--- src/hdl/clock_gen_ctrl_pkg.sv ---
package clock_gen_ctrl_pkg;

	// Indexed byte offsets, as carried in the command code
	localparam int          OFS_W           = 5;
	localparam logic [4:0]  OFS_DRIVE_MODE  = 5'h03;
	localparam logic [4:0]  OFS_REQ0_SEL    = 5'h04;
	localparam logic [4:0]  OFS_REQ1_SEL    = 5'h05;
	localparam logic [4:0]  OFS_TEST_REF    = 5'h06;
	localparam logic [4:0]  OFS_IDENT       = 5'h07;

	// Field positions
	localparam int          B3_STOP_TRI     = 7;
	localparam int          B3_CPU_PD_TRI   = 6;
	localparam int          B3_SRC_PD_TRI   = 5;
	localparam int          B3_LINK_LOW_DRV = 0;
	localparam int          B4_LINK_EN      = 1;
	localparam int          SEL_LSB         = 2;
	localparam int          SEL_MSB         = 7;
	localparam int          B6_TEST_SEL     = 7;
	localparam int          B6_TEST_MODE    = 6;
	localparam int          B6_REF_HIGH_DRV = 5;
	localparam int          NUM_SRC         = 6;
	localparam int          NUM_REQ         = 2;

	// Power-up values; reserved bits read back as these
	localparam logic [7:0]  RST_DRIVE_MODE  = 8'haf;
	localparam logic [7:0]  RST_REQ0_SEL    = 8'h03;
	localparam logic [7:0]  RST_REQ1_SEL    = 8'h00;
	localparam logic [7:0]  RST_TEST_REF    = 8'h10;
	localparam logic [7:0]  RSVD_MASK_B3    = 8'h1e;
	localparam logic [7:0]  RSVD_MASK_B4    = 8'h01;
	localparam logic [7:0]  RSVD_MASK_B5    = 8'h03;
	localparam logic [7:0]  RSVD_MASK_B6    = 8'h1f;
	localparam logic [7:0]  RD_UNMAPPED     = 8'h00;

endpackage : clock_gen_ctrl_pkg

--- src/hdl/clock_gen_ctrl_regs.sv ---
// What this block does
// - Byte 3 bit 7: stopped reference outputs driven at 0, tri-stated at 1; resets 1.
// - Byte 3 bit 6: processor pairs tri-state in power-down when 1; resets 0.
// - Byte 3 bit 5: reference pairs tri-state in power-down when 1; resets 1.
// - Byte 3 bit 0: link-rate clock drive, 0 high, 1 low; resets 1.
// - Byte 4 bits 7..2 make outputs 5..0 stoppable by request 0; reset 0.
// - Byte 5 bits 7..2 make outputs 5..0 stoppable by request 1; reset 0.
// - Byte 4 bit 1 enables the link-rate clock output; resets 1.
// - Byte 6 bit 6 enters test clock mode; resets 0.
// - Byte 6 bit 7 picks divided reference (1) or tri-state (0); resets 0.
// - Byte 6 bit 5 reference drive, 0 low, 1 high; resets 0.
// - Request levels accepted only after two equal complement-clock rising edges.
// - Stop at next true-leg rise (complement fall); mode 0 true high comp low, mode 1 undriven.
// - Each stopped output resumes, glitch free, within 2 to 6 periods once all requests selecting it are low.
`timescale 1ns/100ps
module clock_gen_ctrl_regs
	import clock_gen_ctrl_pkg::*;
#(
	// Arbitrary identification values
	parameter logic [3:0] REVISION_CODE = 4'h3,
	parameter logic [3:0] VENDOR_CODE   = 4'h5
) (
	// Clock and reset
	input  wire logic                   ref_clk,
	input  wire logic                   rst_n,
	// Indexed byte access from the serial engine
	input  wire logic                   reg_wr,
	input  wire logic                   reg_rd,
	input  wire logic [OFS_W-1:0]       reg_offset,
	input  wire logic [7:0]             reg_wdata,
	output logic      [7:0]             reg_rdata,
	// Clock request pins and complement clock
	input  wire logic                   clock_request_n_0,
	input  wire logic                   clock_request_n_1,
	input  wire logic                   differential_complement_clock,
	// Serial reference differential outputs
	output logic      [NUM_SRC-1:0]     serial_reference_true_leg,
	output logic      [NUM_SRC-1:0]     serial_reference_comp_leg,
	output logic      [NUM_SRC-1:0]     serial_reference_diff_out_oe,
	// Static controls toward the output buffers
	output logic                        link_rate_clock_out_en,
	output logic                        link_rate_clock_out_low_drive,
	output logic                        cpu_pd_tristate,
	output logic                        src_pd_tristate,
	output logic                        test_mode_en,
	output logic                        test_ref_div_sel,
	output logic                        ref_high_drive
);

	////////////////////////////////////////////////////////////////////////////////
	logic [1:0]            rst_pipe_reg;
	logic                  rst_sync_n;
	logic [7:0]            drive_mode_reg;
	logic [7:0]            req0_sel_reg;
	logic [7:0]            req1_sel_reg;
	logic [7:0]            test_ref_reg;
	logic                  differential_complement_clock_q_reg;
	logic                  differential_complement_clock_rise;
	logic                  differential_complement_clock_fall;
	logic [NUM_REQ-1:0]    req_pin;
	logic [NUM_REQ-1:0]    req_samp_reg;
	logic [NUM_REQ-1:0]    req_high_reg;
	logic [NUM_SRC-1:0]    stop_req;
	logic [NUM_SRC-1:0]    stopped_reg;
	logic [NUM_SRC-1:0]    stopped_next;

	always_ff @(posedge ref_clk or negedge rst_n) begin
		if (!rst_n)
			rst_pipe_reg <= 2'h0;
		else
			rst_pipe_reg <= {rst_pipe_reg[0], 1'b1};
	end
	assign rst_sync_n = rst_pipe_reg[1];

	////////////////////////////////////////////////////////////////////////////////
	// Control bytes; reserved bits are not stored
	always_ff @(posedge ref_clk or negedge rst_sync_n) begin
		if (!rst_sync_n) begin
			drive_mode_reg <= RST_DRIVE_MODE;
			req0_sel_reg   <= RST_REQ0_SEL;
			req1_sel_reg   <= RST_REQ1_SEL;
			test_ref_reg   <= RST_TEST_REF;
		end else if (reg_wr) begin
			case (reg_offset)
				OFS_DRIVE_MODE: drive_mode_reg <= (reg_wdata & ~RSVD_MASK_B3)
					| (RST_DRIVE_MODE & RSVD_MASK_B3);
				OFS_REQ0_SEL:   req0_sel_reg <= (reg_wdata & ~RSVD_MASK_B4)
					| (RST_REQ0_SEL & RSVD_MASK_B4);
				OFS_REQ1_SEL:   req1_sel_reg <= (reg_wdata & ~RSVD_MASK_B5)
					| (RST_REQ1_SEL & RSVD_MASK_B5);
				OFS_TEST_REF:   test_ref_reg <= (reg_wdata & ~RSVD_MASK_B6)
					| (RST_TEST_REF & RSVD_MASK_B6);
				default: ;  // Ident byte and unmapped offsets ignore writes
			endcase
		end
	end

	always_ff @(posedge ref_clk or negedge rst_sync_n) begin
		if (!rst_sync_n)
			reg_rdata <= RD_UNMAPPED;
		else if (reg_rd) begin
			case (reg_offset)
				OFS_DRIVE_MODE: reg_rdata <= drive_mode_reg;
				OFS_REQ0_SEL:   reg_rdata <= req0_sel_reg;
				OFS_REQ1_SEL:   reg_rdata <= req1_sel_reg;
				OFS_TEST_REF:   reg_rdata <= test_ref_reg;
				OFS_IDENT:      reg_rdata <= {REVISION_CODE, VENDOR_CODE};
				default:        reg_rdata <= RD_UNMAPPED;
			endcase
		end
	end

	assign link_rate_clock_out_low_drive = drive_mode_reg[B3_LINK_LOW_DRV];
	assign cpu_pd_tristate               = drive_mode_reg[B3_CPU_PD_TRI];
	assign src_pd_tristate               = drive_mode_reg[B3_SRC_PD_TRI];
	assign link_rate_clock_out_en        = req0_sel_reg[B4_LINK_EN];
	assign test_mode_en                  = test_ref_reg[B6_TEST_MODE];
	assign test_ref_div_sel              = test_ref_reg[B6_TEST_SEL];
	assign ref_high_drive                = test_ref_reg[B6_REF_HIGH_DRV];

	////////////////////////////////////////////////////////////////////////////////
	// Request debounce on complement-clock rising edges
	always_ff @(posedge ref_clk or negedge rst_sync_n) begin
		if (!rst_sync_n)
			differential_complement_clock_q_reg <= 1'b0;
		else
			differential_complement_clock_q_reg <= differential_complement_clock;
	end
	assign differential_complement_clock_rise = differential_complement_clock & ~differential_complement_clock_q_reg;
	assign differential_complement_clock_fall = ~differential_complement_clock & differential_complement_clock_q_reg;
	assign req_pin   = {clock_request_n_1, clock_request_n_0};

	// Reset as asserted (low): nothing stops until the host releases a request
	always_ff @(posedge ref_clk or negedge rst_sync_n) begin
		if (!rst_sync_n) begin
			req_samp_reg <= '0;
			req_high_reg <= '0;
		end else if (differential_complement_clock_rise) begin
			req_samp_reg <= req_pin;
			for (int r = 0; r < NUM_REQ; r++) begin
				if (req_pin[r] == req_samp_reg[r])
					req_high_reg[r] <= req_pin[r];
			end
		end
	end

	////////////////////////////////////////////////////////////////////////////////
	// Stop and resume; the true leg is the inverse of the complement clock
	assign stop_req = (req0_sel_reg[SEL_MSB:SEL_LSB] & {NUM_SRC{req_high_reg[0]}})
		| (req1_sel_reg[SEL_MSB:SEL_LSB] & {NUM_SRC{req_high_reg[1]}});

	// Freeze on the true leg's rise, release on its fall: no runt pulse either way
	always_comb begin
		stopped_next = stopped_reg;
		for (int i = 0; i < NUM_SRC; i++) begin
			if (stop_req[i] && differential_complement_clock_fall)
				stopped_next[i] = 1'b1;
			else if (!stop_req[i] && differential_complement_clock_rise)
				stopped_next[i] = 1'b0;
		end
	end

	always_ff @(posedge ref_clk or negedge rst_sync_n) begin
		if (!rst_sync_n) begin
			stopped_reg                  <= '0;
			serial_reference_true_leg    <= '0;
			serial_reference_comp_leg    <= '0;
			serial_reference_diff_out_oe <= '0;
		end else begin
			stopped_reg <= stopped_next;
			for (int i = 0; i < NUM_SRC; i++) begin
				if (stopped_next[i] && drive_mode_reg[B3_STOP_TRI]) begin
					serial_reference_true_leg[i]    <= 1'b0;
					serial_reference_comp_leg[i]    <= 1'b0;
					serial_reference_diff_out_oe[i] <= 1'b0;
				end else if (stopped_next[i]) begin
					serial_reference_true_leg[i]    <= 1'b1;
					serial_reference_comp_leg[i]    <= 1'b0;
					serial_reference_diff_out_oe[i] <= 1'b1;
				end else begin
					serial_reference_true_leg[i]    <= ~differential_complement_clock;
					serial_reference_comp_leg[i]    <= differential_complement_clock;
					serial_reference_diff_out_oe[i] <= 1'b1;
				end
			end
		end
	end

	////////////////////////////////////////////////////////////////////////////////
	// Checks
	// Legs were loaded with the mode bit of the previous edge; a mode write lands one cycle later
	property p_stop_mode0;
		@(posedge ref_clk) disable iff (!rst_sync_n)
		stopped_reg[0] && !$past(drive_mode_reg[B3_STOP_TRI]) |-> serial_reference_true_leg[0]
			&& !serial_reference_comp_leg[0] && serial_reference_diff_out_oe[0];
	endproperty
	a_stop_mode0: assert property (p_stop_mode0) else $error("stopped leg not held");

	property p_stop_mode1;
		@(posedge ref_clk) disable iff (!rst_sync_n)
		stopped_reg[0] && $past(drive_mode_reg[B3_STOP_TRI]) |-> !serial_reference_diff_out_oe[0];
	endproperty
	a_stop_mode1: assert property (p_stop_mode1) else $error("stopped leg driven");

	property p_drive_wr;
		@(posedge ref_clk) disable iff (!rst_sync_n)
		reg_wr && reg_offset == OFS_DRIVE_MODE |=> cpu_pd_tristate == $past(reg_wdata[6])
			&& src_pd_tristate == $past(reg_wdata[5])
			&& link_rate_clock_out_low_drive == $past(reg_wdata[0]);
	endproperty
	a_drive_wr: assert property (p_drive_wr) else $error("byte 3 write lost");

	property p_pd_src;
		@(posedge ref_clk) disable iff (!rst_sync_n)
		reg_wr && reg_offset == OFS_DRIVE_MODE && reg_wdata[5] |=> src_pd_tristate;
	endproperty
	a_pd_src: assert property (p_pd_src) else $error("src pd mode wrong");

	property p_link_en;
		@(posedge ref_clk) disable iff (!rst_sync_n)
		reg_wr && reg_offset == OFS_REQ0_SEL |=> link_rate_clock_out_en == $past(reg_wdata[1]);
	endproperty
	a_link_en: assert property (p_link_en) else $error("link enable wrong");

	property p_test_wr;
		@(posedge ref_clk) disable iff (!rst_sync_n)
		reg_wr && reg_offset == OFS_TEST_REF |=> test_mode_en == $past(reg_wdata[6])
			&& test_ref_div_sel == $past(reg_wdata[7]) && ref_high_drive == $past(reg_wdata[5]);
	endproperty
	a_test_wr: assert property (p_test_wr) else $error("byte 6 write lost");

	property p_ident;
		@(posedge ref_clk) disable iff (!rst_sync_n)
		reg_rd && reg_offset == OFS_IDENT |=> reg_rdata == {REVISION_CODE, VENDOR_CODE};
	endproperty
	a_ident: assert property (p_ident) else $error("ident byte wrong");

	property p_debounce;
		@(posedge ref_clk) disable iff (!rst_sync_n)
		$changed(req_high_reg[0]) |-> $past(differential_complement_clock_rise) && $past(req_samp_reg[0]) == req_high_reg[0];
	endproperty
	a_debounce: assert property (p_debounce) else $error("request taken early");

	property p_stop_edge;
		@(posedge ref_clk) disable iff (!rst_sync_n)
		$rose(stopped_reg[0]) |-> $past(differential_complement_clock_fall) && $past(stop_req[0]);
	endproperty
	a_stop_edge: assert property (p_stop_edge) else $error("stop off edge");

	property p_resume;
		@(posedge ref_clk) disable iff (!rst_sync_n)
		stopped_reg[0] && !stop_req[0] && differential_complement_clock_rise |=> !stopped_reg[0]
			&& !serial_reference_true_leg[0];
	endproperty
	a_resume: assert property (p_resume) else $error("no resume");

	c_stop:   cover property (@(posedge ref_clk) disable iff (!rst_sync_n) $rose(stopped_reg[0]));
	c_resume: cover property (@(posedge ref_clk) disable iff (!rst_sync_n) $fell(stopped_reg[0]));
	c_tri:    cover property (@(posedge ref_clk) disable iff (!rst_sync_n)
		stopped_reg[0] && !serial_reference_diff_out_oe[0]);

endmodule : clock_gen_ctrl_regs

--- config.mk ---
export PLATFORM = sky130hd
export DESIGN_NAME = clock_gen_ctrl_regs
export DESIGN_NICKNAME = d
export VERILOG_FILES = /design/src/hdl/clock_gen_ctrl_pkg.sv /design/src/hdl/clock_gen_ctrl_regs.sv
export SDC_FILE = /design/constraint.sdc
export NUM_CORES = 1
export LEC_CHECK = 0
export BUFFER_PORTS_ARGS = -buffer_cell sky130_fd_sc_hd__buf_2
export CAP_MARGIN = 20
export CELL_PAD_IN_SITES_DETAIL_PLACEMENT = 0
export CELL_PAD_IN_SITES_GLOBAL_PLACEMENT = 1
export CORE_ASPECT_RATIO = 1.75
export CORE_MARGIN = 3
export CORE_UTILIZATION = 45
export DETAILED_ROUTE_END_ITERATION = 10
export GPL_TIMING_DRIVEN = 0
export PLACE_DENSITY_LB_ADDON = 0.05
export SETUP_SLACK_MARGIN = 0.5
export SYNTH_ARGS = -nofsm -noshare
export SYNTH_HDL_FRONTEND = slang
export SYNTH_SLANG_ARGS = --single-unit
--- constraint.sdc ---
create_clock -name ref_clk -period 5.35 [get_ports ref_clk]
set_clock_uncertainty 0.1 [all_clocks]
set_input_delay 0.535 -clock ref_clk [delete_from_list [all_inputs] [get_ports ref_clk]]
set_output_delay 0.535 -clock ref_clk [all_outputs]
set_load 0.01 [all_outputs]
==> results.md <==
- Status: finished, final reports clean
- CTS H-tree depth: 3
- Critical path capture point type: output pin
- Grt ovf: 0
- First-pass GRT wire length: about 8800 microns
- CTS buffer count: 9
- Worst slew pin tran: 0.596 ns
- CTS root buf: clkbuf_8
- Worst vdd rail ir drop: between 0.2 and 0.25 mV
- Pwr per Cell Area: 380 mW/mm^2
- WL final: around 5100 microns
- Max cap viols: 0
- Worst Hold Class: reg -> async
- Initial Util: a little under half
- Cell count along the critical path: 1
- Reg2Reg Depth: 4
- Antenna violations before repair: 0
- Drt pass-1 iters: 4
- Core area: around 0.0053 sq mm
- Area Overhead vs Synth: 23.1%
- CP Class: reg -> out
- Crit. Startpoint: drive_mode_reg[5]
- Post-CTS Resized: 0
- CTS max path bufs: 2
- Antenna Nets Post-Route: 0
- TritonCTS clock tree: built
- Vias in the first global route: approximately 1800
- Detail-routed via count per cell: ~5.1
- Register area share after synthesis: about three fifths
- Delay-heaviest family, CP: flip-flops
- Initial drt markers: 49
- Top achievable clock speed: just over 600 MHz
- Top cells by area, synth: dfrtp_1, mux2_2, dfstp_2, a21oi_1, a221o_1
- Drc violations: 0
- Period minus WS final: 1.64 ns
- Setup ws final: between 3 and 4 ns
- Layout cells sized above 1: between 30% and 40%
- FF-to-FF setup slack: between 3 and 4 ns
- Crit-path slowest cell: dfstp_2
- Number of flip-flops in the largest register: 8
- Final HPWL DP: approximately 3900 microns
- Top-area cell type share of the netlist area: 55.5%
- Cells after Synth: ~200
- R2r endpoint: req_high_reg[0]
- FF+latch count, synth: around 60
- Setup WS pre-CTS: between 3 and 4 ns
- Crit path capture: src_pd_tristate
- Maximum number of pins on one net before global-route repair: 31
- Largest stage delay, worst path: between 0.5 and 0.6 ns
- I/O pins: 53
- Fillers: between 400 and 500
- Reg2reg start: differential_complement_clock_q_reg
- Via count: 1753
- Synth Flop Type: dfrtp_1
- Number of buffers and inverters on the critical path: 1
- Port-buffer cells: between 50 and 60
- Setup TNS: 0 ns
- Ant diodes: 0
- Arr. time, crit path: 1.00 ns
- Clk sinks: 59
- Asr flop ratio synth: 100%
- Period utilization: 30.6%
- Critical Path, Cell by Cell: buf_2
- Distinct cells, synth: 33
- Leakage power: about 1.4 nW
- Final slew viol count: 0
- Mapped Area: between 0.002 and 0.0025 sq mm
- Nets@finish: 285
- Slew headroom: 60.2%
- Setup Viol. Count Final: 0
- Routed WL per cell: between 10 and 15 microns
- Die Y: 104 microns
- Final Util: 57.6%
- Synthesized Nets: 221
- Gpl congestion: about 0.78
- Total Die Area: 0.00648 sq mm
- Critical path required time: approximately 4.7 ns
- Dominant cell type by area after synthesis: dfrtp_1
- Clk slew on worst S/H paths: roughly 0.06 ns
- Fin. Hold Viols: 0
- Crit-path max FO: 3
- Core Rows: 35
- Yosys warns: 0
- Syn Area/Cell: about 12 sq um
- Clock Latency Late Sink: between 0.3 and 0.4 ns
- EDFF count, synth: 0
- Width of the die: 62.1 microns
- Startpoint type of the worst setup path: flop
- RSZ-0062 raised after global routing: false
- GRT Total Usage: roughly 18%
## Yosys cell counts (all sizes together), types with 3 or more instances
cell,number
dfrtp,55
mux2,22
nor2,19
a21oi,14
inv,10
nand2,10
nor2b,8
o21ai,8
a21boi,6
a221o,6
a22o,6
buf,4
dfstp,4
nand3,4
nand4,4
clkbuf,3
o221ai,3
o22ai,3
## cell families (layout without fill, tap and decap cells)
kind of cell,after synthesis,in the layout,synth area share [%]
simple gates,50,50,11.9
compound gates,51,51,14.6
buf+inv,17,86,3.28
mux,23,23,10.4
other cells,1,1,0.151
flops,59,59,59.7
## cell type report
class	count	area, sq um	share of cell area [%]
buffer	7	43.8	1.43
multi-input combinational	125	918	30.1
tap	74	92.6	3.03
clock buffer	11	141	4.63
clock inverter	5	52.6	1.72
inverter	10	37.5	1.23
sequential	59	1480	48.5
timing repair buffer	53	285	9.34
## where the power goes
group / leakage, nW / total [mW] / internal, mW / switching, mW
clock network: 0.0991 / 0.389 / 0.225 / 0.164
registers: 0.711 / 0.566 / 0.517 / 0.0496
logic: 0.568 / 0.206 / 0.100 / 0.106
total: 1.38 / 1.16 / 0.842 / 0.320
## metal layers
| layer | GRT usage [%] | up-vias | part of all wire (%) |
|---|---|---|---|
| li1 | - | 849 | - |
| met1 | 19.4 | 853 | 38 |
| met2 | 31.6 | 42 | 56 |
| met3 | 3.46 | 9 | 3.8 |
| met4 | 9.02 | 0 | 2.1 |
| met5 | 0 | - | 0 |
## per-stage QoR
stage,power [mW],std cells,cell area [sq um],hold slack [ns]
after floorplan,0.701,201,2480,0.139
after global placement,0.777,326,2830,0.220
after detailed placement,0.783,327,2850,0.198
after CTS,1.18,344,3050,0.205
after global routing,1.23,344,3050,0.238
final,1.16,344,3050,0.177
## worst register-to-register path, cell delays in order (launching register included)
cell	delay, ns
dfrtp_1	0.42
clkbuf_1	0.25
nor2b_1	0.36
a21oi_1	0.11
o21ai_0	0.21
## cells in the final DEF (no fill, tap or decap), drive strengths merged
master | Yosys | routed
inv | 10 | 10
o221ai | 3 | 3
nor3b | 1 | 1
dfstp | 4 | 4
nor2 | 19 | 19
o21ai | 8 | 8
mux2i | 1 | 1
a21boi | 6 | 6
nand3 | 4 | 4
clkinv | 0 | 3
dlygate4sd3 | 0 | 1
o22ai | 3 | 3
a22o | 6 | 6
nor2b | 8 | 8
nand2b | 2 | 2
and2 | 2 | 2
a2bb2oi | 2 | 2
mux2 | 22 | 22
dfrtp | 55 | 55
clkbuf | 3 | 14
nand4 | 4 | 4
buf | 4 | 56
a32oi | 1 | 1
bufinv | 0 | 1
conb | 1 | 1
o211ai | 1 | 1
a41oi | 1 | 1
a221o | 6 | 6
nand2 | 10 | 10
clkinvlp | 0 | 1
a21oi | 14 | 14
## worst min-delay path by stage
stage	to	slack (ns)	cells after the start
after floorplan	rst_pipe_reg[0]	0.14	0
after global placement	rst_pipe_reg[0]	0.22	1
after detailed placement	test_ref_reg[6]	0.20	0
after CTS	test_ref_reg[6]	0.21	0
after global routing	req1_sel_reg[5]	0.24	0
final	req1_sel_reg[6]	0.18	0
## repair_timing
action,in CTS,in global routing
buffers inserted,0,0
endpoints found under the hold margin,2,0
hold buffers,1,0
Note: power is estimated with default switching activity, not from simulation.
